## src/design/dac_ctrl_consts.svh

```systemverilog
/*
  Register offsets, field positions and reset values of the reference and sleep control bank.
  Assumes inclusion by the design module, the checker and the testbench only.
*/
`ifndef DAC_CTRL_CONSTS_SVH
`define DAC_CTRL_CONSTS_SVH
`define ADDR_VOL_REF      5'h08
`define ADDR_VOL_SLEEP    5'h09
`define ADDR_VOL_GAIN     5'h0A
`define ADDR_NV_REF       5'h18
`define ADDR_NV_SLEEP     5'h19
`define ADDR_NV_GAIN      5'h1A
`define CH0_FIELD_LSB     0
`define CH1_FIELD_LSB     2
`define GAIN_FIELD_LSB    8
`define CTRL_RESET        4'h0
`define GAIN_RESET        2'h0
`define REF_SUPPLY        2'h0
`define REF_BANDGAP       2'h1
`define REF_PIN_DIRECT    2'h2
`define REF_PIN_BUFFERED  2'h3
`define SLEEP_NORMAL      2'h0
`define SLEEP_LOAD_1K     2'h1
`define SLEEP_LOAD_100K   2'h2
`define SLEEP_OPEN        2'h3
`endif

```

## src/design/dac_ctrl_pkg.sv

```systemverilog
/*
  Types shared by the reference and sleep control bank.
  Assumes dac_ctrl_consts.svh is reachable on the include path.
*/
`default_nettype none
package dac_ctrl_pkg;
  typedef struct packed {
    logic       wr;
    logic       rd;
    logic [4:0] addr;
    logic [15:0] wdata;
  } reg_req_t;

  typedef struct packed {
    logic       buf_en;
    logic       bandgap_on;
    logic       sel_supply;
    logic       sel_pin;
    logic       unity_gain;
    logic       powered_down;
    logic       load_1k;
    logic       load_100k;
  } ch_ctrl_t;
endpackage : dac_ctrl_pkg
`default_nettype wire

```

## src/design/dac_ref_powerdown_ctrl_regs.sv

```systemverilog
/*
  Reference-select and sleep control registers (volatile and nonvolatile copies)
  of a one- or two-channel DAC, with decoded per-channel analog controls.
  Assumes a serial-bus front end delivers one-cycle register read and write requests
  synchronous to CLOCK, and that nonvolatile storage timing is handled elsewhere.
*/
// Functional notes
// - Reference select register holds two source bits per channel, channel 1 above.
// - Code 11 picks the reference pin buffered; code 10 picks it unbuffered.
// - Code 01 picks the internal band gap, buffer on, driven in sleep.
// - Code 00 picks the supply rail, unbuffered; lowest current with sleep.
// - Band gap keeps driving the reference pin in every sleep mode.
// - Codes 00 and 10 switch the band gap circuitry off.
// - Sleep register holds two bits per channel, channel 1 in the upper pair.
// - Sleep 00 normal, 01 1k to ground, 10 100k to ground, 11 open.
// - Unused upper bits of both control registers read as zero.
// - Implemented width is two bits times the channel count.
// - Sleep control exists as volatile at 09h and nonvolatile at 19h.
// - Supply-rail reference forces unity gain regardless of the gain bit.
`timescale 1ns/1ns
`default_nettype none
`include "dac_ctrl_consts.svh"

module dac_ref_powerdown_ctrl_regs
  import dac_ctrl_pkg::*;
#(
  parameter int CHANNELS = 2
) (
  input  wire logic        CLOCK,
  input  wire logic        RST,
  input  wire reg_req_t    REQ,
  input  wire logic [1:0]  GAIN_BITS,
  output var  logic [15:0] RDATA,
  output var  logic        RVALID,
  output var  ch_ctrl_t    CH0_CTRL,
  output var  ch_ctrl_t    CH1_CTRL
);

  localparam logic [3:0] IMPL_MASK = (CHANNELS == 2) ? 4'hF : 4'h3;

  logic [3:0]  vol_ref, vol_sleep, nv_ref, nv_sleep;
  logic [3:0]  next_vol_ref, next_vol_sleep, next_nv_ref, next_nv_sleep;
  logic [15:0] next_rdata;
  logic        next_rvalid;
  ch_ctrl_t    next_ctrl [2];
  ch_ctrl_t    ctrl      [2];

  // ***************************************************************
  // Address decode
  // ***************************************************************
  function automatic logic is_ctrl(input logic [4:0] a, input logic [4:0] target);
    return a == target;
  endfunction : is_ctrl

  // ***************************************************************
  // Register file
  // ***************************************************************
  // Upper bits are masked at write, so they can never hold a one.
  always_comb begin
    next_vol_ref   = vol_ref;
    next_vol_sleep = vol_sleep;
    next_nv_ref    = nv_ref;
    next_nv_sleep  = nv_sleep;
    if (REQ.wr) begin
      if (is_ctrl(REQ.addr, `ADDR_VOL_REF))
        next_vol_ref = REQ.wdata[3:0] & IMPL_MASK;
      if (is_ctrl(REQ.addr, `ADDR_VOL_SLEEP))
        next_vol_sleep = REQ.wdata[3:0] & IMPL_MASK;
      if (is_ctrl(REQ.addr, `ADDR_NV_REF))
        next_nv_ref = REQ.wdata[3:0] & IMPL_MASK;
      if (is_ctrl(REQ.addr, `ADDR_NV_SLEEP))
        next_nv_sleep = REQ.wdata[3:0] & IMPL_MASK;
    end
  end

  always_comb begin
    next_rdata  = 16'h0000;
    next_rvalid = REQ.rd;
    if (REQ.rd) begin
      case (REQ.addr)
        `ADDR_VOL_REF:   next_rdata = {12'h000, vol_ref};
        `ADDR_VOL_SLEEP: next_rdata = {12'h000, vol_sleep};
        `ADDR_NV_REF:    next_rdata = {12'h000, nv_ref};
        `ADDR_NV_SLEEP:  next_rdata = {12'h000, nv_sleep};
        default:         next_rdata = 16'h0000;
      endcase
    end
  end

  always_ff @(posedge CLOCK or posedge RST) begin
    if (RST) begin
      vol_ref   <= `CTRL_RESET;
      vol_sleep <= `CTRL_RESET;
      nv_ref    <= `CTRL_RESET;
      nv_sleep  <= `CTRL_RESET;
      RDATA     <= 16'h0000;
      RVALID    <= 1'b0;
    end else begin
      vol_ref   <= next_vol_ref;
      vol_sleep <= next_vol_sleep;
      nv_ref    <= next_nv_ref;
      nv_sleep  <= next_nv_sleep;
      RDATA     <= next_rdata;
      RVALID    <= next_rvalid;
    end
  end

  // ***************************************************************
  // Per-channel analog control decode
  // ***************************************************************
  // The live controls follow the volatile copy; the nonvolatile copy only
  // seeds it at power-up, which the storage controller does by a write.
  genvar ch;
  generate
    for (ch = 0; ch < 2; ch++) begin : g_ch
      logic [1:0] rsel, slp;
      logic       present;
      assign present = (ch < CHANNELS);
      assign rsel    = vol_ref[2*ch +: 2];
      assign slp     = vol_sleep[2*ch +: 2];
      always_comb begin
        next_ctrl[ch] = '0;
        if (present) begin
          case (rsel)
            `REF_PIN_BUFFERED: begin
              next_ctrl[ch].sel_pin = 1'b1;
              next_ctrl[ch].buf_en  = 1'b1;
            end
            `REF_PIN_DIRECT: begin
              next_ctrl[ch].sel_pin = 1'b1;
            end
            `REF_BANDGAP: begin
              // Band gap stays on even in sleep so the reference pin is driven.
              next_ctrl[ch].bandgap_on = 1'b1;
              next_ctrl[ch].buf_en     = 1'b1;
            end
            default: begin
              next_ctrl[ch].sel_supply = 1'b1;
            end
          endcase
          next_ctrl[ch].unity_gain = (rsel == `REF_SUPPLY) | ~GAIN_BITS[ch];
          case (slp)
            `SLEEP_NORMAL:    next_ctrl[ch].powered_down = 1'b0;
            `SLEEP_LOAD_1K: begin
              next_ctrl[ch].powered_down = 1'b1;
              next_ctrl[ch].load_1k      = 1'b1;
            end
            `SLEEP_LOAD_100K: begin
              next_ctrl[ch].powered_down = 1'b1;
              next_ctrl[ch].load_100k    = 1'b1;
            end
            default:          next_ctrl[ch].powered_down = 1'b1;
          endcase
        end
      end

      always_ff @(posedge CLOCK or posedge RST) begin
        if (RST) begin
          ctrl[ch] <= '0;
        end else begin
          ctrl[ch] <= next_ctrl[ch];
        end
      end
    end
  endgenerate

  assign CH0_CTRL = ctrl[0];
  assign CH1_CTRL = ctrl[1];

endmodule : dac_ref_powerdown_ctrl_regs
`default_nettype wire

```

## config.mk

```make
export PLATFORM = sky130hd
export DESIGN_NAME = dac_ref_powerdown_ctrl_regs
export DESIGN_NICKNAME = d
export VERILOG_FILES = /design/src/design/dac_ctrl_pkg.sv /design/src/design/dac_ref_powerdown_ctrl_regs.sv
export VERILOG_INCLUDE_DIRS = /design/src /design/src/design
export SDC_FILE = /design/constraint.sdc
export NUM_CORES = 1
export LEC_CHECK = 0
export BUFFER_PORTS_ARGS = -buffer_cell sky130_fd_sc_hd__buf_4
export CORE_MARGIN = 1.5
export CORE_UTILIZATION = 42
export DETAILED_ROUTE_END_ITERATION = 8
export GPL_TIMING_DRIVEN = 0
export PLACE_DENSITY = 0.74
export RECOVER_POWER = 25
export SYNTH_ARGS = -nofsm -noshare
export SYNTH_HDL_FRONTEND = slang
export SYNTH_SLANG_ARGS = --single-unit
```

## constraint.sdc

```tcl
create_clock -name CLOCK -period 1.3 [get_ports CLOCK]
set_clock_uncertainty 0.15 [all_clocks]
set_input_delay 0.26 -clock CLOCK [delete_from_list [all_inputs] [get_ports CLOCK]]
set_output_delay 0.26 -clock CLOCK [all_outputs]
set_load 0.05 [all_outputs]
```

-- Yosys cells after proc, flatten, opt, wreduce, memory -nomap -nowiden
Cells that the tools add are included.
- reduce and logical (&&, ||, !) cells: 14
- bitwise operators: 4
- mux-type cells: 16
- equality and inequality tests: 14
- order comparisons: 0
- add/sub/neg operators: 0
- shift operators: 0
- multiply operators: 0
- div/mod/pow operators: 0
- operator list (cell ; number):
    16-bit two-way mux ; 1
    4-bit case mux with 4 select lines ; 1
    1-bit two-way mux ; 14
    2-bit equality test, second input constant ; 6
    5-bit by 4-bit equality test with 1-bit output, second input constant ; 2
    5-bit equality test, second input constant ; 2
    2-bit by 1-bit equality test with 1-bit output, second input constant ; 4
    2-bit zero test ; 4
    2-bit AND reduction ; 4
    2-bit OR reduction ; 4
    3-bit OR reduction ; 2
    1-bit inverter ; 2
    1-bit bitwise OR ; 2
- input bits: 27
- RAM bits: 0
- bits in read-only memories: 0
- output and inout port bits: 33
- memories: 0
- latch bits: 0
- register bits after elaboration: 49

-- Depth between registers and ports, before layout
Gate-level depths: netlist (run 1).
- depth in word-level cells: 3
- depth in mapped cells: 3

-- Worst setup path before layout (run 1)
OpenSTA, ideal clock, no wires.
- path type: input port to flip-flop
- from: input REQ[18] (netlist bit)
- to: register nv_sleep[0]
- setup time: 125 ps
- path buffers: 0
- arrival: 1049 ps
- stages on the path: 3
- data required time: 1025 ps
- setup slack: -24 ps
- cells stage by stage: and2b_1 -> and4_4 -> mux2_2
- cells in the longest elaborated chain, start to end: 2
- RTL lines (item ; RTL line ; source):
    from (decl) ; dac_ref_powerdown_ctrl_regs.sv:31 ; input wire reg_req_t REQ,
    5-bit equality test ; dac_ref_powerdown_ctrl_regs.sv:52 ; return a == target;
    2-bit AND reduction (no source line) ; - ;
    to (signal assigned) ; dac_ref_powerdown_ctrl_regs.sv:95 ; nv_sleep <= `CTRL_RESET;
    to (signal assigned) ; dac_ref_powerdown_ctrl_regs.sv:102 ; nv_sleep <= next_nv_sleep;
    to (decl) ; dac_ref_powerdown_ctrl_regs.sv:41 ; logic [3:0] vol_ref, vol_sleep, nv_ref, nv_sleep;
Every way passes these cells.
A chain may end at the register's enable or synchronous reset.

-- Final worst setup path (run 1)
- from: register ctrl (netlist bit CH0_CTRL[6])
- to: output CH0_CTRL[6] (netlist bit)
- RTL lines (item ; RTL line ; source):
    from (decl) ; dac_ref_powerdown_ctrl_regs.sv:46 ; ch_ctrl_t ctrl [2];
    from (signal, indexed assignment) ; dac_ref_powerdown_ctrl_regs.sv:161 ; ctrl[ch] <= next_ctrl[ch];
    to (decl) ; dac_ref_powerdown_ctrl_regs.sv:35 ; output var ch_ctrl_t CH0_CTRL,
No word-level cell between the ends.

==> results of run 1 <==
## power by group
group	internal, mW	switching, mW
clock	0.313	0.359
combinational	0.439	0.658
sequential	1.35	0.119
total	2.11	1.14
## stage by stage
step,setup TNS [ps],cell area [um^2],cells,util (%)
after floorplan,-23.4,1540,115,-
after global placement,-15120,1860,196,54.9
after detailed placement,-17190,1860,196,54.9
after CTS,-137,2080,212,61.5
after global routing,-640,2070,213,60.9
final,-36.5,2070,213,60.9
## layout make-up
class / count / area (um^2)
buffer: 16 / 105
clock buffer: 7 / 65.1
clock inverter: 1 / 5.00
fill: 267 / 1320
inverter: 1 / 7.51
multi-input combinational: 61 / 499
sequential: 37 / 926
tap: 46 / 57.6
timing repair buffer: 44 / 400
## worst paths after layout
| kind | slack (ps) | to | cells after the start | startpoint |
|---|---|---|---|---|
| max | -20 | CH0_CTRL[6] | 1 | CH0_CTRL[6] |
| min | 10 | vol_ref[2] | 2 | REQ[2] |
| max reg2reg | 50 | RDATA[0] | 2 | nv_sleep[0] |
| min reg2reg | 340 | CH0_CTRL[1] | 1 | vol_sleep[1] |
| max in group asynchronous | 140 | CH0_CTRL[7] | 3 | RST |
| min in group asynchronous | 440 | CH1_CTRL[7] | 3 | RST |
## layout by cell type (no fill, tap or decap), drive strengths merged, types with 2 or more instances in the layout
| cell type | count |
|---|---|
| or2 | 2 |
| o2bb2ai | 2 |
| mux4 | 2 |
| nor2b | 9 |
| o21ai | 2 |
| dfrtp | 37 |
| mux2 | 18 |
| nand3 | 2 |
| buf | 46 |
| clkbuf | 17 |
| nor2 | 3 |
| a32oi | 2 |
| dlygate4sd3 | 4 |
| conb | 12 |
## logic make-up (layout without fill, tap and decap cells)
group / count (synthesis) / after routing / synth area share, %
other cells: 1 / 12 / 0.250
buf+inv: 17 / 69 / 7.26
mux: 20 / 20 / 17.0
compound gates: 6 / 6 / 3.00
flops: 37 / 37 / 61.7
simple gates: 23 / 23 / 10.8
## per-layer routing
| metal | track usage, % | vias to the layer above | routed length, um |
|---|---|---|---|
| met5 | 0 | - | 0 |
| met4 | 8.61 | 0 | 83 |
| met3 | 5.95 | 7 | 184 |
| met2 | 29.3 | 39 | 1540 |
| met1 | 17.2 | 488 | 1020 |
| li1 | - | 456 | - |
## state kept, by name (all words and copies together) (netlist names)
name and cells:
CH0_CTRL 8, CH1_CTRL 8, RDATA 4, RVALID 1
nv_ref 4, nv_sleep 4, vol_ref 4, vol_sleep 4
## repair_timing
item | 4_1_cts | 5_1_grt
buffers inserted | 4 | 1
cloned | 0 | 0
pin swaps | 0 | 0
resized for setup | 22 | 2
hold buffers | 4 | 0
endpoints found under the hold margin | 40 | 0
setup endpoints to repair | 31 | 23
==> report_table.html, run 1 <==
<table>
<tr><th>Metric</th><th>Value</th></tr>
<tr><th colspan="2">Status</th></tr>
<tr><td>Status</td><td>finished, violations left</td></tr>
<tr><td>Failing checks</td><td>negative setup slack</td></tr>
<tr><th colspan="2">GRT</th></tr>
<tr><td>Wire length of the first global-routing pass</td><td>about 4800 um</td></tr>
<tr><td>Antenna violations before repair</td><td>0</td></tr>
<tr><td>Final global-route overflow total</td><td>0</td></tr>
<tr><td>Largest net degree at the start of global routing</td><td>38</td></tr>
<tr><td>Gr usage total</td><td>roughly 17%</td></tr>
<tr><td>Via count of the first global-routing pass</td><td>1022</td></tr>
<tr><th colspan="2">Clock network</th></tr>
<tr><td>Cts bufs inserted</td><td>5</td></tr>
<tr><td>Clock transition at the registers of the reported paths</td><td>between 100 and 150 ps</td></tr>
<tr><td>Clock tree sinks</td><td>37</td></tr>
<tr><td>CTS H-Tree Depth</td><td>2</td></tr>
<tr><td>Worst skew pair latency</td><td>350 ps</td></tr>
<tr><td>Root Buffer Master</td><td>clkbuf_4</td></tr>
<tr><td>Clock tree from TritonCTS</td><td>done</td></tr>
<tr><td>Maximum clock path buffer count</td><td>2</td></tr>
<tr><th colspan="2">Setup path</th></tr>
<tr><td>Type of the worst setup path</td><td>flop to output pin</td></tr>
<tr><td>Critical path required time</td><td>between 800 and 900 ps</td></tr>
<tr><td>Worst path max stage delay</td><td>410 ps</td></tr>
<tr><td>Worst path buffer plus inverter count</td><td>1</td></tr>
<tr><td>Cell-by-cell trace of the critical path</td><td>buf_6</td></tr>
<tr><td>Crit-path max FO</td><td>1</td></tr>
<tr><td>Sort of element at the end of the critical path</td><td>output pin</td></tr>
<tr><td>Library cell contributing the largest single delay on the critical path</td><td>dfrtp_1</td></tr>
<tr><td>Endpoint arrival time on the critical path</td><td>910 ps</td></tr>
<tr><td>Cell family contributing the most delay on the critical path</td><td>flip-flops</td></tr>
<tr><td>Startpoint types</td><td>flop</td></tr>
<tr><th colspan="2">Die</th></tr>
<tr><td>DIE WIDTH</td><td>62.8 um</td></tr>
<tr><td>Die span in y</td><td>62.8 um</td></tr>
<tr><td>Row count</td><td>21</td></tr>
<tr><td>Top Ports</td><td>60</td></tr>
<tr><td>Floorplan die area</td><td>0.00394 mm^2</td></tr>
<tr><td>Std-Cell Core Area</td><td>0.00339 mm^2</td></tr>
<tr><td>Initial Util</td><td>44.3%</td></tr>
<tr><th colspan="2">Logic synthesis</th></tr>
<tr><td>Most repeated cell in the gate-level netlist after synthesis</td><td>dfrtp_1</td></tr>
<tr><td>Mean instance size in the synthesized netlist</td><td>14.4 um^2</td></tr>
<tr><td>Cell type contributing the most total cell area after synthesis</td><td>dfrtp_1</td></tr>
<tr><td>Sequential-to-total area share from yosys stat</td><td>61.7%</td></tr>
<tr><td>Synthesized cell area</td><td>0.00150 mm^2</td></tr>
<tr><td>List of most frequent post-synthesis cells</td><td>37 x dfrtp_1, 18 x mux2_2, 12 x buf_4</td></tr>
<tr><td>Ys async rst share</td><td>100%</td></tr>
<tr><td>Mapped Cells</td><td>104</td></tr>
<tr><td>Yosys synthesis warning count</td><td>0</td></tr>
<tr><td>Leading register cell type out of synthesis</td><td>dfrtp_1</td></tr>
<tr><td>Fraction of post-synthesis cell area in the top cell type by area</td><td>61.7%</td></tr>
<tr><td>EDFF count, synth</td><td>0</td></tr>
<tr><td>Synth top area cells</td><td>dfrtp_1 62%, mux2_2 14%, buf_4 6.0%</td></tr>
<tr><td>Post-synth cell types</td><td>21</td></tr>
<tr><td>Total of flip-flops plus latches after synthesis</td><td>37</td></tr>
<tr><th colspan="2">Placed design</th></tr>
<tr><td>IO buf count</td><td>35</td></tr>
<tr><td>Worst Setup Slack post-DPL</td><td>-380 ps</td></tr>
<tr><td>Routability Congestion</td><td>between 0.8 and 0.9</td></tr>
<tr><th colspan="2">Timing</th></tr>
<tr><td>Post-layout worst setup margin</td><td>-17.0 ps</td></tr>
<tr><td>Final cycle utilization of the critical path</td><td>101%</td></tr>
<tr><td>Final hold violations</td><td>0</td></tr>
<tr><td>Max Freq</td><td>around 760 MHz</td></tr>
<tr><td>Unrepaired setup endpoints after global routing</td><td>true</td></tr>
<tr><td>Max-Slew Margin vs Limit</td><td>49.4%</td></tr>
<tr><td>Smallest hold slack</td><td>14.6 ps</td></tr>
<tr><td>Max-slew violations</td><td>0</td></tr>
<tr><td>Slew of the pin with the lowest slew margin</td><td>757 ps</td></tr>
<tr><td>Final critical path time including I/O delays and setup</td><td>around 1300 ps</td></tr>
<tr><td>Number of failing setup endpoints in the final timing report</td><td>5</td></tr>
<tr><th colspan="2">Min path</th></tr>
<tr><td>Class of the worst hold path</td><td>input pin to flop</td></tr>
<tr><th colspan="2">Cells and area</th></tr>
<tr><td>Final layout net count</td><td>a little under 200</td></tr>
<tr><td>Total inserted antenna cells</td><td>0</td></tr>
<tr><td>Layout cell share with drive strength beyond 1</td><td>about 49%</td></tr>
<tr><td>Area growth from synthesis to layout</td><td>37.7%</td></tr>
<tr><th colspan="2">Drt</th></tr>
<tr><td>Routed Wire Length</td><td>roughly 2800 um</td></tr>
<tr><td>Drt drc</td><td>0</td></tr>
<tr><td>Detailed Route Iter0 Violations</td><td>55</td></tr>
<tr><td>Total number of vias</td><td>990</td></tr>
<tr><td>Vias per cell</td><td>4.65</td></tr>
<tr><td>TritonRoute pass-1 iters</td><td>4</td></tr>
<tr><td>Final routed wire length divided by cell count</td><td>13.3 um</td></tr>
<tr><td>Post-DRT Antenna Nets</td><td>0</td></tr>
<tr><th colspan="2">Power and ir drop</th></tr>
<tr><td>Power per unit of standard cell area</td><td>1570 mW/mm^2</td></tr>
<tr><td>Worst VDD drop</td><td>between 0.6 and 0.7 mV</td></tr>
<tr><td>Leakage power total</td><td>1.00 nW</td></tr>
<tr><td>Design Power</td><td>3.24 mW</td></tr>
<tr><th colspan="2">Job</th></tr>
<tr><td>Max-cap violation count</td><td>0</td></tr>
</table>
No activity file was read; power rests on OpenSTA's default activity.
==> run 2: changes to the inputs <==
--- a/config.mk
+++ b/config.mk
@@ -12,7 +12,6 @@
 export DETAILED_ROUTE_END_ITERATION = 8
 export GPL_TIMING_DRIVEN = 0
 export PLACE_DENSITY = 0.74
-export RECOVER_POWER = 25
 export SYNTH_ARGS = -nofsm -noshare
 export SYNTH_HDL_FRONTEND = slang
 export SYNTH_SLANG_ARGS = --single-unit
==> run 2 against run 1 <==
Compared with the run above: the flow still finishes with violations (negative setup slack); first-iteration DRC count up 9.1%; routed wire length up 0.88%; non-clock buffer count unchanged; worst setup slack about the same; global-route usage unchanged; critical path depth unchanged; worst hold slack better by 0.78 ps; sequential power about the same; via count up 0.40%; critical endpoint unchanged.
==> report_table.html, run 2 (same netlist as run 1, synthesis figures left out) <==
<table>
<tr><th>Metric</th><th>Value</th></tr>
<tr><th colspan="2">Clock network</th></tr>
<tr><td>Clock tree sinks</td><td>37</td></tr>
<tr><td>Cts bufs inserted</td><td>5</td></tr>
<tr><td>Clock transition at the registers of the reported paths</td><td>roughly 110 ps</td></tr>
<tr><td>Maximum clock path buffer count</td><td>2</td></tr>
<tr><td>CTS H-Tree Depth</td><td>2</td></tr>
<tr><td>Clock tree from TritonCTS</td><td>done</td></tr>
<tr><td>Worst skew pair latency</td><td>~350 ps</td></tr>
<tr><td>Root Buffer Master</td><td>clkbuf_4</td></tr>
<tr><th colspan="2">Timing</th></tr>
<tr><td>Unrepaired setup endpoints after global routing</td><td>true</td></tr>
<tr><td>Final hold violations</td><td>0</td></tr>
<tr><td>Final critical path time including I/O delays and setup</td><td>~1300 ps</td></tr>
<tr><td>Post-layout worst setup margin</td><td>-16.9 ps</td></tr>
<tr><td>Max-slew violations</td><td>0</td></tr>
<tr><td>Max Freq</td><td>759 MHz</td></tr>
<tr><td>Final cycle utilization of the critical path</td><td>101%</td></tr>
<tr><td>Max-Slew Margin vs Limit</td><td>49.3%</td></tr>
<tr><td>Number of failing setup endpoints in the final timing report</td><td>5</td></tr>
<tr><td>Slew of the pin with the lowest slew margin</td><td>759 ps</td></tr>
<tr><th colspan="2">Cells and area</th></tr>
<tr><td>Most frequent standard cell in the layout excluding fill and tap cells</td><td>dfrtp_1</td></tr>
<tr><td>Total inserted antenna cells</td><td>0</td></tr>
<tr><td>Area growth from synthesis to layout</td><td>38.9%</td></tr>
<tr><td>Area used by multi-input combinational logic</td><td>499 um^2</td></tr>
<tr><td>Commonest non-fill, non-tap cells in the layout</td><td>37 x dfrtp_1, 31 x buf_4, 21 x buf_6, 18 x mux2_2, 12 x conb_1</td></tr>
<tr><td>Filler Cells Inserted</td><td>about 260</td></tr>
<tr><td>Sequential cell area in the final layout</td><td>926 um^2</td></tr>
<tr><td>Layout cell share with drive strength beyond 1</td><td>52.1%</td></tr>
<tr><td>Finished Layout Cells</td><td>213</td></tr>
<tr><td>Final layout net count</td><td>193</td></tr>
<tr><th colspan="2">Power and ir drop</th></tr>
<tr><td>Relative contribution of sequential cells to total power</td><td>45.1%</td></tr>
<tr><td>Internal</td><td>2.13 mW</td></tr>
<tr><td>Combinational share of power</td><td>34.3%</td></tr>
<tr><td>Switch share</td><td>34.8%</td></tr>
<tr><td>Net load switching power</td><td>approximately 1.1 mW</td></tr>
<tr><td>Leakage power total</td><td>~1 nW</td></tr>
<tr><td>Power per unit of standard cell area</td><td>1570 mW/mm^2</td></tr>
<tr><td>Clock power frac</td><td>20.6%</td></tr>
<tr><td>Worst VDD drop</td><td>roughly 0.67 mV</td></tr>
<tr><th colspan="2">Die</th></tr>
<tr><td>Die span in y</td><td>62.8 um</td></tr>
<tr><td>Row count</td><td>21</td></tr>
<tr><td>Initial Util</td><td>between 40% and 50%</td></tr>
<tr><td>Std-Cell Core Area</td><td>0.00339 mm^2</td></tr>
<tr><td>DIE WIDTH</td><td>62.8 um</td></tr>
<tr><td>Floorplan die area</td><td>0.00394 mm^2</td></tr>
<tr><td>Top Ports</td><td>60</td></tr>
<tr><th colspan="2">Placed design</th></tr>
<tr><td>IO buf count</td><td>35</td></tr>
<tr><td>Routability Congestion</td><td>0.851</td></tr>
<tr><td>Worst Setup Slack post-DPL</td><td>-380 ps</td></tr>
<tr><td>Placed cell count</td><td>196</td></tr>
<tr><th colspan="2">Drt</th></tr>
<tr><td>Detailed Route Iter0 Violations</td><td>60</td></tr>
<tr><td>Drt drc</td><td>0</td></tr>
<tr><td>Routed Wire Length</td><td>2850 um</td></tr>
<tr><td>Final routed wire length divided by cell count</td><td>13.4 um</td></tr>
<tr><td>Post-DRT Antenna Nets</td><td>0</td></tr>
<tr><td>TritonRoute pass-1 iters</td><td>4</td></tr>
<tr><td>Total number of vias</td><td>994</td></tr>
<tr><td>Vias per cell</td><td>around 4.7</td></tr>
<tr><th colspan="2">Status</th></tr>
<tr><td>Status</td><td>finished, violations left</td></tr>
<tr><td>Failing checks</td><td>negative setup slack</td></tr>
<tr><th colspan="2">Setup path</th></tr>
<tr><td>Cell-by-cell trace of the critical path</td><td>buf_6</td></tr>
<tr><td>Worst path buffer plus inverter count</td><td>1</td></tr>
<tr><td>Sort of element at the end of the critical path</td><td>output pin</td></tr>
<tr><td>Library cell contributing the largest single delay on the critical path</td><td>dfrtp_1</td></tr>
<tr><td>Endpoint arrival time on the critical path</td><td>~910 ps</td></tr>
<tr><td>Type of the worst setup path</td><td>flop to output pin</td></tr>
<tr><td>Crit-path max FO</td><td>1</td></tr>
<tr><td>Cell family contributing the most delay on the critical path</td><td>flip-flops</td></tr>
<tr><td>Worst path max stage delay</td><td>410 ps</td></tr>
<tr><td>Critical path required time</td><td>approximately 890 ps</td></tr>
<tr><td>Startpoint types</td><td>flop</td></tr>
<tr><th colspan="2">GRT</th></tr>
<tr><td>Wire length of the first global-routing pass</td><td>4800 um</td></tr>
<tr><td>Largest net degree at the start of global routing</td><td>38</td></tr>
<tr><td>Final global-route overflow total</td><td>0</td></tr>
<tr><td>Via count of the first global-routing pass</td><td>1022</td></tr>
<tr><td>Antenna violations before repair</td><td>0</td></tr>
<tr><td>Gr usage total</td><td>16.6%</td></tr>
<tr><th colspan="2">Job</th></tr>
<tr><td>Max-cap violation count</td><td>0</td></tr>
<tr><th colspan="2">Min path</th></tr>
<tr><td>Class of the worst hold path</td><td>input pin to flop</td></tr>
</table>
run 2: what timing repair did:
| item | in CTS | in global routing |
|---|---|---|
| hold endpoints to repair | 40 | 0 |
| resized for setup | 22 | 2 |
| hold buffers | 4 | 0 |
| setup endpoints to repair | 31 | 23 |
| buffers inserted | 4 | 1 |
run 2: layout make-up:
| type | count | share of cell area, % |
|---|---|---|
| clock inverters | 1 | 0.240 |
| multi-input cells | 61 | 23.9 |
| clock buffers | 7 | 3.12 |
| well taps | 46 | 2.76 |
| inverters | 1 | 0.360 |
| flip-flops and latches | 37 | 44.4 |
| repair buffers | 44 | 20.1 |
| plain buffers | 16 | 5.04 |
run 2: layer usage:
metal / routed length [um] / vias up / share of wire (%) / track usage (%)
met5: 0 / - / 0 / 0
met4: 83 / 0 / 2.9 / 8.61
met3: 182 / 7 / 6.4 / 5.95
met2: 1540 / 37 / 54 / 29.3
met1: 1050 / 494 / 37 / 17.2
li1: - / 456 / - / -
run 2: per-stage QoR:
step	area [um^2]	setup TNS (ps)	hold WS (ps)	power, mW	util [%]
3_3_place_gp	1860	-15120	244	2.44	54.9
5_1_grt	2080	-640	10.2	3.42	61.5
3_5_place_dp	1860	-17190	248	2.48	54.9
6_report	2080	-33.9	15.4	3.27	61.5
4_1_cts	2080	-137	10.8	3.27	61.5
2_1_floorplan	1540	-23.4	141	2.17	-
run 2: path summary, 6_finish.rpt:
check,from,endpoint,slack (ps),depth (start not counted)
min reg2reg,vol_sleep[1],CH0_CTRL[1],340,1
max in group asynchronous,RST,CH0_CTRL[7],130,3
max,CH0_CTRL[6],CH0_CTRL[6],-20,1
max reg2reg,nv_sleep[0],RDATA[0],50,2
min in group asynchronous,RST,CH1_CTRL[7],440,3
min,REQ[2],vol_ref[2],20,2
run 2: power groups by stage:
stage | registers [mW] | logic, mW | clock network, mW
floorplan | 1.85 | 0.320 | 0
global placement | 1.48 | 0.961 | 0
detailed placement | 1.50 | 0.981 | 0
CTS | 1.47 | 1.12 | 0.685
global route | 1.50 | 1.18 | 0.738
finish | 1.47 | 1.12 | 0.672
==> run 3: changes to the inputs <==
--- a/config.mk
+++ b/config.mk
@@ -7,6 +7,8 @@
 export NUM_CORES = 1
 export LEC_CHECK = 0
 export BUFFER_PORTS_ARGS = -buffer_cell sky130_fd_sc_hd__buf_4
+export CAP_MARGIN = 25
+export CORE_ASPECT_RATIO = 1.75
 export CORE_MARGIN = 1.5
 export CORE_UTILIZATION = 42
 export DETAILED_ROUTE_END_ITERATION = 8
==> run 3 against run 2 <==
Compared with the run above: the flow finishes with violations (negative hold slack); routed wire length shrank 3.0%; global-route usage fell by 0.82 points; worst hold slack worse by 58 ps; count of clock-buffer cells in the layout is 2 lower; first-iteration DRC count down 82%; register-to-register slack is essentially flat; fmax rose by 4.9%; sequential share of layout area is 1.7 points higher; worst setup slack improved by 62 ps; die area is 0.36% higher; total power fell by 2.1%.
==> report_table.html, run 3 (same netlist as run 1, synthesis figures left out) <==
<table>
<tr><th>Metric</th><th>Value</th></tr>
<tr><th colspan="2">Cells and area</th></tr>
<tr><td>Filler Cells Inserted</td><td>293</td></tr>
<tr><td>Most frequent standard cell in the layout excluding fill and tap cells</td><td>buf_4</td></tr>
<tr><td>Fraction of the core area covered by cells at the end of the flow</td><td>59.1%</td></tr>
<tr><td>Layout cell share with drive strength beyond 1</td><td>between 50 and 60%</td></tr>
<tr><td>Total inserted antenna cells</td><td>0</td></tr>
<tr><td>Final layout net count</td><td>192</td></tr>
<tr><td>Commonest non-fill, non-tap cells in the layout</td><td>53 x buf_4, 37 x dfrtp_1, 18 x mux2_2, 12 x conb_1, 9 x nor2b_1</td></tr>
<tr><td>Area of all placed cells without fillers</td><td>0.00201 mm^2</td></tr>
<tr><td>Area growth from synthesis to layout</td><td>33.9%</td></tr>
<tr><th colspan="2">Drt</th></tr>
<tr><td>Met1 routed wirelength after detailed routing</td><td>914 um</td></tr>
<tr><td>Routed Wire Length</td><td>2770 um</td></tr>
<tr><td>Drt drc</td><td>0</td></tr>
<tr><td>Total number of vias</td><td>between 900 and 1k</td></tr>
<tr><td>TritonRoute pass-1 iters</td><td>4</td></tr>
<tr><td>Vias per cell</td><td>4.64</td></tr>
<tr><td>Detailed Route Iter0 Violations</td><td>11</td></tr>
<tr><td>Length of routed met2 wiring</td><td>1630 um</td></tr>
<tr><td>Final routed wire length divided by cell count</td><td>13.2 um</td></tr>
<tr><td>Post-DRT Antenna Nets</td><td>0</td></tr>
<tr><td>Uppermost routed layer</td><td>met4</td></tr>
<tr><td>Total met3 wirelength after detailed routing</td><td>139 um</td></tr>
<tr><th colspan="2">GRT</th></tr>
<tr><td>Via count of the first global-routing pass</td><td>903</td></tr>
<tr><td>Antenna violations before repair</td><td>0</td></tr>
<tr><td>Final global-route overflow total</td><td>0</td></tr>
<tr><td>Wire length of the first global-routing pass</td><td>around 4100 um</td></tr>
<tr><td>Largest net degree at the start of global routing</td><td>21</td></tr>
<tr><td>Gr usage total</td><td>between 15 and 20%</td></tr>
<tr><th colspan="2">Status</th></tr>
<tr><td>Status</td><td>finished, violations left</td></tr>
<tr><td>Failing checks</td><td>negative hold slack</td></tr>
<tr><th colspan="2">Setup path</th></tr>
<tr><td>Worst reg2reg path depth</td><td>3</td></tr>
<tr><td>Startpoint types</td><td>flop</td></tr>
<tr><td>Type of the worst setup path</td><td>flop to flop</td></tr>
<tr><td>Setup slack of the worst register-to-register path</td><td>between 40 and 50 ps</td></tr>
<tr><td>Critical path required time</td><td>1310 ps</td></tr>
<tr><td>Reg-to-Reg End</td><td>RDATA[2]</td></tr>
<tr><td>Reg-to-reg startpoint</td><td>vol_sleep[2]</td></tr>
<tr><td>Endpoint arrival time on the critical path</td><td>1260 ps</td></tr>
<tr><td>Crit-path max FO</td><td>5</td></tr>
<tr><td>Sort of element at the end of the critical path</td><td>flop</td></tr>
<tr><th colspan="2">Die</th></tr>
<tr><td>Top Ports</td><td>60</td></tr>
<tr><td>Std-Cell Core Area</td><td>between 0.003 and 0.004 mm^2</td></tr>
<tr><td>Initial Util</td><td>~44%</td></tr>
<tr><td>Die span in y</td><td>about 82 um</td></tr>
<tr><td>DIE WIDTH</td><td>48.2 um</td></tr>
<tr><td>Floorplan die area</td><td>just under 0.004 mm^2</td></tr>
<tr><td>Row count</td><td>28</td></tr>
<tr><th colspan="2">Timing</th></tr>
<tr><td>Max Freq</td><td>797 MHz</td></tr>
<tr><td>Post-layout worst setup margin</td><td>45.1 ps</td></tr>
<tr><td>Max-slew violations</td><td>0</td></tr>
<tr><td>Final cycle utilization of the critical path</td><td>96.5%</td></tr>
<tr><td>Final critical path time including I/O delays and setup</td><td>1250 ps</td></tr>
<tr><td>Final hold violations</td><td>17</td></tr>
<tr><td>Smallest hold slack</td><td>-42.9 ps</td></tr>
<tr><td>Max-Slew Margin vs Limit</td><td>roughly half</td></tr>
<tr><td>Slew of the pin with the lowest slew margin</td><td>734 ps</td></tr>
<tr><td>Number of failing setup endpoints in the final timing report</td><td>0</td></tr>
<tr><td>Unrepaired setup endpoints after global routing</td><td>false</td></tr>
<tr><th colspan="2">Placed design</th></tr>
<tr><td>HPWL after detailed placement</td><td>2060 um</td></tr>
<tr><td>Area after DPL</td><td>0.00189 mm^2</td></tr>
<tr><td>Worst Setup Slack post-DPL</td><td>-198 ps</td></tr>
<tr><td>Routability Congestion</td><td>0.861</td></tr>
<tr><td>IO buf count</td><td>35</td></tr>
<tr><th colspan="2">Power and ir drop</th></tr>
<tr><td>Worst VDD drop</td><td>0.895 mV</td></tr>
<tr><td>Power per unit of standard cell area</td><td>roughly 1600 mW/mm^2</td></tr>
<tr><td>Leakage power total</td><td>1.01 nW</td></tr>
<tr><td>Design Power</td><td>3.20 mW</td></tr>
<tr><th colspan="2">Job</th></tr>
<tr><td>Max-cap violation count</td><td>0</td></tr>
<tr><th colspan="2">Clock network</th></tr>
<tr><td>Clock tree from TritonCTS</td><td>done</td></tr>
<tr><td>Clock transition at the registers of the reported paths</td><td>about 60 ps</td></tr>
<tr><td>Clock tree sinks</td><td>37</td></tr>
<tr><td>Cts bufs inserted</td><td>5</td></tr>
<tr><td>Worst skew pair latency</td><td>between 200 and 300 ps</td></tr>
<tr><td>CTS H-Tree Depth</td><td>2</td></tr>
<tr><td>Root Buffer Master</td><td>clkbuf_8</td></tr>
<tr><td>Maximum clock path buffer count</td><td>2</td></tr>
<tr><th colspan="2">Min path</th></tr>
<tr><td>Class of the worst hold path</td><td>input pin to asynchronous set/reset pin</td></tr>
</table>
run 3: repair_timing:
item	CTS	global route
endpoints found under the hold margin	18	0
gates resized for setup	0	2
setup buffers	4	2
hold buffers	1	0
pin swaps	0	1
endpoints found under the setup margin	2	4
run 3: through the flow:
step | instances | setup TNS [ps]
after floorplan | 115 | -23.4
after global placement | 195 | -15330
after detailed placement | 196 | -3090
after CTS | 207 | 0
after global routing | 209 | 0
final | 209 | 0
run 3: final cells by class:
cell class	instances	area [um^2]	area share [%]
plain buffers	16	105	5.23
clock inverters	1	5.00	0.249
clock buffers	5	68.8	3.42
inverters	1	3.75	0.187
multi-input cells	61	499	24.8
repair buffers	43	345	17.2
well taps	45	56.3	2.80
flip-flops and latches	37	926	46.1
run 3: worst max-delay path by stage:
stage                  from            to  slack [ps]  cells after the start
2_1_floorplan       REQ[18]   nv_sleep[0]          -6                      3
3_3_place_gp            RST  vol_sleep[2]        -340                      2
5_1_grt         CH0_CTRL[2]   CH0_CTRL[2]          10                      1
4_1_cts          vol_ref[3]      RDATA[3]          20                      2
3_5_place_dp        REQ[17]  vol_sleep[3]        -200                      4
6_report       vol_sleep[2]      RDATA[2]          50                      3
run 3: report_power, final:
| group | switching (mW) | total (mW) | internal (mW) |
|---|---|---|---|
| logic | 0.656 | 1.05 | 0.396 |
| clock network | 0.341 | 0.693 | 0.351 |
| registers | 0.0989 | 1.45 | 1.36 |
| total | 1.10 | 3.20 | 2.10 |
run 3: critical path, cell delays in order (launching register included):
cell,delay (ps)
dfrtp_1,410
mux2_2,290
a32oi_1,190
o2bb2ai_1,100
run 3: layer usage:
layer / GRT usage, % / vias to the layer above
li1: - / 452
met1: 15.8 / 481
met2: 25.8 / 30
met3: 6.59 / 7
met4: 8.92 / 0
met5: 0 / -
